File: config.mk
export PLATFORM = sky130hd
export DESIGN_NAME = icfg_top
export DESIGN_NICKNAME = d
export VERILOG_FILES = /design/src/inc/icfg_pkg.sv /design/src/inc/icfg_mon_if.sv /design/src/design/icfg_los_mon.sv /design/src/design/icfg_top.sv
export VERILOG_INCLUDE_DIRS = /design/src /design/src/inc
export SDC_FILE = /design/constraint.sdc
export NUM_CORES = 1
export LEC_CHECK = 0
export BUFFER_PORTS_ARGS = -buffer_cell sky130_fd_sc_hd__clkbuf_2
export CAP_MARGIN = 20
export CELL_PAD_IN_SITES_DETAIL_PLACEMENT = 1
export CELL_PAD_IN_SITES_GLOBAL_PLACEMENT = 1
export CORE_ASPECT_RATIO = 2
export CORE_MARGIN = 4
export CORE_UTILIZATION = 53
export CTS_CLUSTER_DIAMETER = 50
export CTS_CLUSTER_SIZE = 30
export DETAILED_ROUTE_END_ITERATION = 10
export GPL_TIMING_DRIVEN = 1
export PLACE_DENSITY_LB_ADDON = 0.1
export SYNTH_ARGS = -nofsm -noshare
export SYNTH_HDL_FRONTEND = slang
export SYNTH_SLANG_ARGS = --single-unit
File: constraint.sdc
create_clock -name SYS_CLK -period 8.05 [get_ports SYS_CLK]
set_clock_uncertainty 0.05 [all_clocks]
set_input_delay 0.805 -clock SYS_CLK [delete_from_list [all_inputs] [get_ports SYS_CLK]]
set_output_delay 0.805 -clock SYS_CLK [all_outputs]
set_load 0.02 [all_outputs]
File: src/inc/icfg_cfg.svh
// Purpose: Offsets, field positions, reset values and timing figures of the input clock monitor block
// Assumes: 100 MHz system clock, 16-bit register addresses, 8-bit register data
// Notes:   Definitions only
`ifndef ICFG_CFG_SVH
`define ICFG_CFG_SVH

`define ICFG_CLK_PERIOD_NS    10
`define ICFG_NS_PER_MS        1000000

`define ICFG_OFS_XTAL_STAT    16'h000c
`define ICFG_OFS_LIVE_STAT    16'h000d
`define ICFG_OFS_LOCK_STAT    16'h000e
`define ICFG_OFS_XTAL_STICKY  16'h0011
`define ICFG_OFS_STICKY       16'h0012
`define ICFG_OFS_IRQ_MASK     16'h0018
`define ICFG_OFS_MON_EN       16'h002c
`define ICFG_OFS_QUAL_TIME    16'h002d
`define ICFG_OFS_THR_A_LO     16'h002e
`define ICFG_OFS_THR_A_HI     16'h002f
`define ICFG_OFS_THR_B_LO     16'h0030
`define ICFG_OFS_THR_B_HI     16'h0031
`define ICFG_OFS_OUT_KEEP     16'h0100
`define ICFG_OFS_SWITCH       16'h0536
`define ICFG_OFS_IN_CTRL      16'h0949

`define ICFG_XTAL_BIT         1
`define ICFG_LOCK_BIT         1
`define ICFG_HSW_BIT          2
`define ICFG_KEEP_BIT         0
`define ICFG_PULSED_LSB       4

`define ICFG_IN_CTRL_RST      8'h03
`define ICFG_SWITCH_RST       8'h00
`define ICFG_MON_EN_RST       2'h3
`define ICFG_QUAL_TIME_RST    4'h0
`define ICFG_IRQ_MASK_RST     2'h3
`define ICFG_GAP_THR_RST      16'h0100
`define ICFG_XTAL_GAP_THR     16'h0040

`define ICFG_QUAL_T0_MS       2
`define ICFG_QUAL_T1_MS       100
`define ICFG_QUAL_T2_MS       200
`define ICFG_QUAL_T3_MS       1000

`endif

File: src/inc/icfg_pkg.sv
// Purpose: Types shared by the input clock monitor block
// Assumes: icfg_cfg.svh on the include path
// Notes:   State of each module is one packed struct
`default_nettype none
package icfg_pkg;
   `include "icfg_cfg.svh"

   typedef enum logic [1:0] {MON_ABSENT, MON_QUAL, MON_PRESENT} icfg_mon_fsm_type;

   typedef struct packed {
      logic             s1;
      logic             s2;
      logic             prev;
      icfg_mon_fsm_type fsm;
      logic [15:0]      gap_cnt;
      logic [26:0]      qual_cnt;
   } icfg_mon_state_type;

   typedef struct packed {
      logic [7:0]  in_ctrl;
      logic [7:0]  sw_ctrl;
      logic [1:0]  mon_en;
      logic [3:0]  qual_sel;
      logic [1:0]  irq_mask;
      logic [15:0] thr_a;
      logic [15:0] thr_b;
      logic        keep;
      logic [1:0]  sticky;
      logic        xtal_sticky;
      logic        lock_s1;
      logic        lock_s2;
      logic [7:0]  rdata;
   } icfg_top_state_type;
endpackage : icfg_pkg
`default_nettype wire

File: src/inc/icfg_mon_if.sv
// Purpose: Carrier between the register side and one signal-loss monitor
// Assumes: Driven and read on SYS_CLK
// Notes:   None
`timescale 1ns/1ps
`default_nettype none
interface icfg_mon_if;
   logic        enable;
   logic [15:0] gap_thr;
   logic [26:0] qual_cycles;
   logic        absent;
   modport mon (input enable, input gap_thr, input qual_cycles, output absent);
   modport ctl (output enable, output gap_thr, output qual_cycles, input absent);
endinterface : icfg_mon_if
`default_nettype wire

File: src/design/icfg_los_mon.sv
// Purpose: Signal-loss monitor for one clock, by gap measurement in system clocks
// Assumes: clk_pin is an activity toggle slow enough to be seen at 100 MHz
// Notes:   Absent from reset until a clock has qualified
`timescale 1ns/1ps
`default_nettype none
module icfg_los_mon (
   input  wire logic SYS_CLK,
   input  wire logic RST_B,
   input  wire logic clk_pin,
   icfg_mon_if.mon   mif
);
   import icfg_pkg::*;

   icfg_mon_state_type s;
   icfg_mon_state_type next_s;
   logic               edge_seen;
   logic               trip;

   assign edge_seen = s.s2 ^ s.prev;
   assign trip      = s.gap_cnt > mif.gap_thr;

   always_comb begin
      next_s      = s;
      next_s.s1   = clk_pin;
      next_s.s2   = s.s1;
      next_s.prev = s.s2;
      if (edge_seen) begin
         next_s.gap_cnt = 16'h0000;
      end else if (s.gap_cnt != 16'hffff) begin
         next_s.gap_cnt = s.gap_cnt + 16'h0001;
      end
      if (!mif.enable) begin
         // A powered-down input never counts as a valid clock
         next_s.fsm      = MON_ABSENT;
         next_s.qual_cnt = '0;
      end else begin
         unique case (s.fsm)
            MON_ABSENT: begin
               next_s.qual_cnt = '0;
               if (edge_seen) begin
                  next_s.fsm = MON_QUAL;
               end
            end
            MON_QUAL: begin
               // Clear only after an unbroken valid run of the chosen length
               if (trip) begin
                  next_s.fsm = MON_ABSENT;
               end else if (s.qual_cnt >= mif.qual_cycles) begin
                  next_s.fsm = MON_PRESENT;
               end else begin
                  next_s.qual_cnt = s.qual_cnt + 27'h0000001;
               end
            end
            MON_PRESENT: begin
               // Gaps shorter than the threshold pass, so gapped clocks stay present
               if (trip) begin
                  next_s.fsm = MON_ABSENT;
               end
            end
         endcase
      end
   end

   always_ff @(posedge SYS_CLK or negedge RST_B) begin
      if (!RST_B) begin
         s <= '{fsm: MON_ABSENT, default: '0};
      end else begin
         s <= next_s;
      end
   end

   assign mif.absent = (s.fsm != MON_PRESENT);
endmodule : icfg_los_mon
`default_nettype wire

File: src/design/icfg_top.sv
// Purpose: Input buffer control, switch control and signal-loss status for two reference inputs
// Assumes: Registers reached through a decoded serial-port strobe interface
// Notes:   Long qualification counts are parameters so simulations can shorten them
`timescale 1ns/1ps
`default_nettype none
`include "icfg_cfg.svh"
// Operation
// - One buffer enable per input at bits 1:0 of input control, 1 enables.
// - Both buffer enables come up set; clearing one powers that input down.
// - Bits 5:4 pick receiver per input: 0 differential, 1 pulsed; reset differential.
// - Hitless bit 2 of switch register: 1 absorbs phase step, 0 passes it.
// - Hitless switching works down to the 8 kHz minimum input frequency.
// - Switching between inputs up to 500 ppm apart never makes runt pulses.
// - PLL pulls in at normal bandwidth, or fast bandwidth when enabled.
// - Lock-loss indicator may assert while pulling in to a new input.
// - Locks to gapped inputs of 10 MHz, at most two of eight missing.
// - Properly configured gapped input raises no loss, range or lock fault.
// - Switching during a gap may exceed the 1.5 ns phase transient.
// - Monitor both inputs and crystal reference; flag lock loss of the PLL.
// - Each loss monitor checks every period, with its own sensitivity.
// - Each monitor has a live bit and a sticky bit held until cleared.
// - Outputs stop on crystal reference loss unless configured to keep running.
// - Live loss status sits at status bits 1:0, one per input.
// - Writing zero clears a sticky bit; a present fault keeps it set.
// - Unmasked signal-loss event on an input raises the interrupt pin.
// - Loss clears only after valid clock for 2 ms, 100 ms, 200 ms or 1 s.
module icfg_top #(
   parameter int unsigned QUAL_CYC_0 = `ICFG_QUAL_T0_MS * (`ICFG_NS_PER_MS / `ICFG_CLK_PERIOD_NS),
   parameter int unsigned QUAL_CYC_1 = `ICFG_QUAL_T1_MS * (`ICFG_NS_PER_MS / `ICFG_CLK_PERIOD_NS),
   parameter int unsigned QUAL_CYC_2 = `ICFG_QUAL_T2_MS * (`ICFG_NS_PER_MS / `ICFG_CLK_PERIOD_NS),
   parameter int unsigned QUAL_CYC_3 = `ICFG_QUAL_T3_MS * (`ICFG_NS_PER_MS / `ICFG_CLK_PERIOD_NS)
) (
   input  wire logic        SYS_CLK,
   input  wire logic        RST_B,
   input  wire logic [15:0] REG_ADDR,
   input  wire logic        REG_WR,
   input  wire logic        REG_RD,
   input  wire logic [7:0]  REG_WDATA,
   output var  logic [7:0]  REG_RDATA,
   input  wire logic        INPUT_A_PIN,
   input  wire logic        INPUT_B_PIN,
   input  wire logic        XTAL_REF_PIN,
   input  wire logic        LOCK_MISSING_IN,
   output var  logic [1:0]  INPUT_BUF_EN,
   output var  logic [1:0]  RX_PULSED_SEL,
   output var  logic        PHASE_ABSORB_SWITCH_ON,
   output var  logic [1:0]  INPUT_VALID,
   output var  logic        OUT_CLK_EN,
   output var  logic        IRQ_PIN
);
   import icfg_pkg::*;

   if (QUAL_CYC_0 == 0 || QUAL_CYC_1 == 0 || QUAL_CYC_2 == 0 || QUAL_CYC_3 == 0) begin : g_qual_zero
      $error("qualification counts must be nonzero");
   end
   if (QUAL_CYC_0 >= 32'h08000000 || QUAL_CYC_1 >= 32'h08000000 ||
       QUAL_CYC_2 >= 32'h08000000 || QUAL_CYC_3 >= 32'h08000000) begin : g_qual_wide
      $error("qualification counts exceed the 27-bit counter");
   end

   icfg_top_state_type s;
   icfg_top_state_type next_s;
   logic [1:0]         live;
   logic [1:0]         mon_on;
   logic               xtal_live;
   logic [7:0]         rd_mux;
   logic [1:0]         keep_mask;
   logic               xtal_keep;

   icfg_mon_if mon_a ();
   icfg_mon_if mon_b ();
   icfg_mon_if mon_x ();

   function automatic logic [26:0] qual_cycles(input logic [1:0] sel);
      logic [26:0] cyc;
      unique case (sel)
         2'h0: cyc = QUAL_CYC_0[26:0];
         2'h1: cyc = QUAL_CYC_1[26:0];
         2'h2: cyc = QUAL_CYC_2[26:0];
         2'h3: cyc = QUAL_CYC_3[26:0];
      endcase
      return cyc;
   endfunction : qual_cycles

   // Set wins over a clear that lands in the same cycle
   function automatic logic [1:0] sticky_update(input logic [1:0] cur, input logic [1:0] keep,
                                                input logic [1:0] set);
      return (cur & keep) | set;
   endfunction : sticky_update

   // A monitor runs only while its input buffer is powered
   assign mon_on = s.mon_en & s.in_ctrl[1:0];
   assign live   = {mon_b.absent, mon_a.absent};
   assign xtal_live = mon_x.absent;

   assign mon_a.enable      = mon_on[0];
   assign mon_a.gap_thr     = s.thr_a;
   assign mon_a.qual_cycles = qual_cycles(s.qual_sel[1:0]);
   assign mon_b.enable      = mon_on[1];
   assign mon_b.gap_thr     = s.thr_b;
   assign mon_b.qual_cycles = qual_cycles(s.qual_sel[3:2]);
   // Reference monitor is always on; its threshold is fixed
   assign mon_x.enable      = 1'b1;
   assign mon_x.gap_thr     = `ICFG_XTAL_GAP_THR;
   assign mon_x.qual_cycles = qual_cycles(2'h0);

   icfg_los_mon u_mon_a (.SYS_CLK(SYS_CLK), .RST_B(RST_B), .clk_pin(INPUT_A_PIN), .mif(mon_a.mon));
   icfg_los_mon u_mon_b (.SYS_CLK(SYS_CLK), .RST_B(RST_B), .clk_pin(INPUT_B_PIN), .mif(mon_b.mon));
   icfg_los_mon u_mon_x (.SYS_CLK(SYS_CLK), .RST_B(RST_B), .clk_pin(XTAL_REF_PIN), .mif(mon_x.mon));

   always_comb begin
      rd_mux = 8'h00;
      case (REG_ADDR)
         `ICFG_OFS_XTAL_STAT:   rd_mux[`ICFG_XTAL_BIT] = xtal_live;
         `ICFG_OFS_LIVE_STAT:   rd_mux[1:0] = live;
         `ICFG_OFS_LOCK_STAT:   rd_mux[`ICFG_LOCK_BIT] = s.lock_s2;
         `ICFG_OFS_XTAL_STICKY: rd_mux[`ICFG_XTAL_BIT] = s.xtal_sticky;
         `ICFG_OFS_STICKY:      rd_mux[1:0] = s.sticky;
         `ICFG_OFS_IRQ_MASK:    rd_mux[1:0] = s.irq_mask;
         `ICFG_OFS_MON_EN:      rd_mux[1:0] = s.mon_en;
         `ICFG_OFS_QUAL_TIME:   rd_mux[3:0] = s.qual_sel;
         `ICFG_OFS_THR_A_LO:    rd_mux = s.thr_a[7:0];
         `ICFG_OFS_THR_A_HI:    rd_mux = s.thr_a[15:8];
         `ICFG_OFS_THR_B_LO:    rd_mux = s.thr_b[7:0];
         `ICFG_OFS_THR_B_HI:    rd_mux = s.thr_b[15:8];
         `ICFG_OFS_OUT_KEEP:    rd_mux[`ICFG_KEEP_BIT] = s.keep;
         `ICFG_OFS_SWITCH:      rd_mux = s.sw_ctrl;
         `ICFG_OFS_IN_CTRL:     rd_mux = s.in_ctrl;
         default:               rd_mux = 8'h00;
      endcase
   end

   always_comb begin
      next_s         = s;
      next_s.lock_s1 = LOCK_MISSING_IN;
      next_s.lock_s2 = s.lock_s1;
      keep_mask      = 2'h3;
      xtal_keep      = 1'b1;
      if (REG_WR) begin
         case (REG_ADDR)
            `ICFG_OFS_IN_CTRL:     next_s.in_ctrl = REG_WDATA;
            `ICFG_OFS_SWITCH:      next_s.sw_ctrl = REG_WDATA;
            `ICFG_OFS_MON_EN:      next_s.mon_en = REG_WDATA[1:0];
            `ICFG_OFS_QUAL_TIME:   next_s.qual_sel = REG_WDATA[3:0];
            `ICFG_OFS_IRQ_MASK:    next_s.irq_mask = REG_WDATA[1:0];
            `ICFG_OFS_THR_A_LO:    next_s.thr_a[7:0] = REG_WDATA;
            `ICFG_OFS_THR_A_HI:    next_s.thr_a[15:8] = REG_WDATA;
            `ICFG_OFS_THR_B_LO:    next_s.thr_b[7:0] = REG_WDATA;
            `ICFG_OFS_THR_B_HI:    next_s.thr_b[15:8] = REG_WDATA;
            `ICFG_OFS_OUT_KEEP:    next_s.keep = REG_WDATA[`ICFG_KEEP_BIT];
            `ICFG_OFS_STICKY:      keep_mask = REG_WDATA[1:0];
            `ICFG_OFS_XTAL_STICKY: xtal_keep = REG_WDATA[`ICFG_XTAL_BIT];
            default:               next_s.keep = s.keep;
         endcase
      end
      // A lasting fault re-sets the bit, so a clear only sticks once it is gone
      next_s.sticky = sticky_update(s.sticky, keep_mask, live & mon_on);
      next_s.xtal_sticky = (s.xtal_sticky & xtal_keep) | xtal_live;
      if (REG_RD) begin
         next_s.rdata = rd_mux;
      end
   end

   always_ff @(posedge SYS_CLK or negedge RST_B) begin
      if (!RST_B) begin
         s.in_ctrl     <= `ICFG_IN_CTRL_RST;
         s.sw_ctrl     <= `ICFG_SWITCH_RST;
         s.mon_en      <= `ICFG_MON_EN_RST;
         s.qual_sel    <= `ICFG_QUAL_TIME_RST;
         s.irq_mask    <= `ICFG_IRQ_MASK_RST;
         s.thr_a       <= `ICFG_GAP_THR_RST;
         s.thr_b       <= `ICFG_GAP_THR_RST;
         s.keep        <= 1'b0;
         s.sticky      <= 2'h0;
         s.xtal_sticky <= 1'b0;
         s.lock_s1     <= 1'b0;
         s.lock_s2     <= 1'b0;
         s.rdata       <= 8'h00;
      end else begin
         s <= next_s;
      end
   end

   // The PLL core does the phase absorption, pull-in and glitchless hand-over;
   // this block only hands it the enable and keeps the input status honest
   assign INPUT_BUF_EN           = s.in_ctrl[1:0];
   assign RX_PULSED_SEL          = s.in_ctrl[`ICFG_PULSED_LSB +: 2];
   assign PHASE_ABSORB_SWITCH_ON = s.sw_ctrl[`ICFG_HSW_BIT];
   assign INPUT_VALID            = ~live;
   assign OUT_CLK_EN             = ~(xtal_live & ~s.keep);
   assign IRQ_PIN                = |(s.sticky & ~s.irq_mask);
   assign REG_RDATA              = s.rdata;
endmodule : icfg_top
`default_nettype wire

==> results by group <==
Run status
  • Status: complete, no violations

Global routing
  • Global-route wire length before repair: approximately 58 mm
  • Vias in the first global route: about 12000
  • Initial antenna violation count: 0
  • Pin count of the biggest net entering global routing: 108
  • Gr ovfl total: 0
  • Global Route Usage Sum: 0.275

Die
  • I/O Pins: between 40 and 50
  • Die Ht: around 230 microns
  • Die span in x: 117 microns
  • Core Footprint: roughly 0.023 sq mm
  • Num rows: 79
  • Initial Utilization: 0.538
  • Die area: approximately 0.026 sq mm

Synthesis
  • Post-synth cell types: 80
  • Cells after Synth: 1329
  • Mapped Area: about 0.013 sq mm
  • #FFs+latches synth: 214
  • Count leader, synth: dfrtp_1
  • Synthesized area per cell: about 9.4 sq um
  • Synth top area cells: dfrtp_1 41%, ha_1 9.1%, nand2_1 3.7%
  • Commonest cells in the synthesized netlist: 206 x dfrtp_1, 124 x nand2_1, 119 x nor2_1
  • Post-synth EDFFs: 0
  • Syn_nets: between 1000 and 1500
  • Leading area contributor after synthesis: dfrtp_1
  • Ys Warns: 0
  • Main flop type after synthesis: dfrtp_1
  • Register area share after synthesis: 0.428
  • Top cell type's share of synthesized area: 0.411
  • Async set-reset flop share out of synthesis: 1.00

Run
  • Max-cap violation count: 0

Finish
  • Register area: around 0.0054 sq mm
  • Multi-input combinational cell area: approximately 0.0066 sq mm
  • Layout cells sized above 1: 0.116
  • Layout Nets: 1481
  • FILL cells: roughly 2600
  • Diodes inserted: 0
  • Final Cell Area: between 0.01 and 0.015 sq mm
  • Area growth, synth to finish: 8.23%

Clock network
  • Worst-skew pair later-pin latency: ~510 ps
  • CTS resizes: 0
  • Hold-fix buffers, CTS: 0
  • Clock tree buffer depth: 3
  • CTS tree: built
  • Clock transition at path regs: ~70 ps
  • Root Buffer: clkbuf_16
  • TritonCTS Sinks: 214
  • Num CTS Buffers: 17
  • CTS H-tree depth: 1
  • Postcts setup bufs: 0

Placement
  • Pre-CTS WS: 4450 ps
  • Placer congestion estimate: around 0.86
  • Placed cell areas: 0.0130 sq mm
  • Port Buffers: 48
  • Post-DP HPWL: roughly 26 mm

Routing
  • First-pass iteration count of the detailed router: 4
  • Routed len/inst: ~21 microns
  • Vias: between 10000 and 15000
  • Via-to-Cell Ratio: about 6.3
  • Number of DRC markers in iteration 0: a little under 500
  • ANT nets after route: 0
  • WL final: roughly 35 mm
  • Drt drc: 0

STA
  • F_max: about 0.27 GHz
  • Worst Tran Pin Value: roughly 1000 ps
  • Endpoints failing setup: 0
  • RSZ-0062 raised after global routing: no
  • Final setup margin: around 4400 ps
  • Slew Limit Fails: 0
  • Max_slew headroom: 0.322
  • Fin crit share: 0.453
  • Final hold vios: 0
  • Hold Slack: 293 ps
  • Final setup TNS: 0 ps
  • Post-layout min period: approximately 3600 ps

Pwr
  • Total Power: 2.31 mW
  • Leakage power: just over 6 nW
  • Power Dens Cells: between 150 and 200 mW/mm^2
  • Peak VDD IR: approximately 0.17 mV

Setup path
  • Crit path from: s[49]
  • Startpoint types: flop
  • R2r startpoint: s[49]
  • WP data arrival: about 4000 ps
  • Critical Path RT: 8390 ps
  • CP endpoint kind: flop
  • CP Class: reg2reg
  • CP max FO: 16

Worst hold path
  • Hold/Removal Path Class: in2async
-- per-stage QoR --
stage / util / instances
floorplan: - / 1329
global placement: 0.556 / 1621
detailed placement: 0.556 / 1621
CTS: 0.581 / 1650
global route: 0.582 / 1651
finish: 0.582 / 1651
-- report_power, final --
| part | total (mW) | switching (mW) | leakage (nW) | internal, mW |
|---|---|---|---|---|
| clock | 0.916 | 0.429 | 0.291 | 0.486 |
| sequential | 1.12 | 0.0247 | 2.80 | 1.10 |
| combinational | 0.265 | 0.184 | 3.15 | 0.0814 |
| total | 2.31 | 0.638 | 6.24 | 1.67 |
-- metal layers --
metal,part of all wire,up-vias,global-route usage
li1,-,4842,-
met1,0.37,5298,0.294
met2,0.55,183,0.518
met3,0.026,100,0.0309
met4,0.048,0,0.133
met5,0,-,0
-- flip-flops by register name (all words and copies together), names as in the netlist, 8 cells and up --
register       count
u_mon_x.s         46
u_mon_b.s         46
s                 24
mon_a.gap_thr     16
mon_b.gap_thr     16
REG_RDATA          8
u_mon_a.s         46
-- critical path, cell delays in order, from the launching register on --
cell,delay [ps]
dfrtp_1,410
inv_1,190
nand2_1,200
inv_1,130
ha_1,250
a21oi_1,150
nor3_1,70
o41ai_1,530
o211a_1,340
nand3_1,510
or2_2,530
o31ai_1,210
-- cell usage in the layout, fill, tap and decap left out, drive strengths merged, types with 39 or more instances in the layout --
cell type and count:
o21ai 79, a21oi 73, clkbuf 66, xor2 39, dfrtp 206, inv 80
nand3 66, nand2 126, ha 91, nor2 121
-- worst paths after layout --
| path | slack (ps) | cells past startpoint | endpoint |
|---|---|---|---|
| worst min-delay path | 290 | 1 | u_mon_b.s[4] |
| worst max register to register | 4400 | 11 | u_mon_a.s[25] |
| min in group SYS_CLK | 310 | 0 | s[8] |
| worst min register to register | 310 | 0 | s[8] |
| max in group asynchronous | 6370 | 2 | u_mon_a.s[44] |
| worst max-delay path | 4400 | 11 | u_mon_a.s[25] |
-- logic make-up after synthesis --
logic type,Yosys count,synth area share
simple gates,517,0.216
compound gates,274,0.136
flops,214,0.428
buf+inv,124,0.0422
fa+ha+maj,91,0.0908
xor+xnor,56,0.0391
mux,53,0.0474
-- layout make-up --
type / count / share of cell area
multi-input combinational: 991 / 0.490
sequential: 214 / 0.395
clock buffer: 19 / 0.0334
tap: 283 / 0.0261
timing repair buffer: 59 / 0.0245
inverter: 75 / 0.0207
clock inverter: 10 / 0.0103
Power figures use the tool's default switching activity.
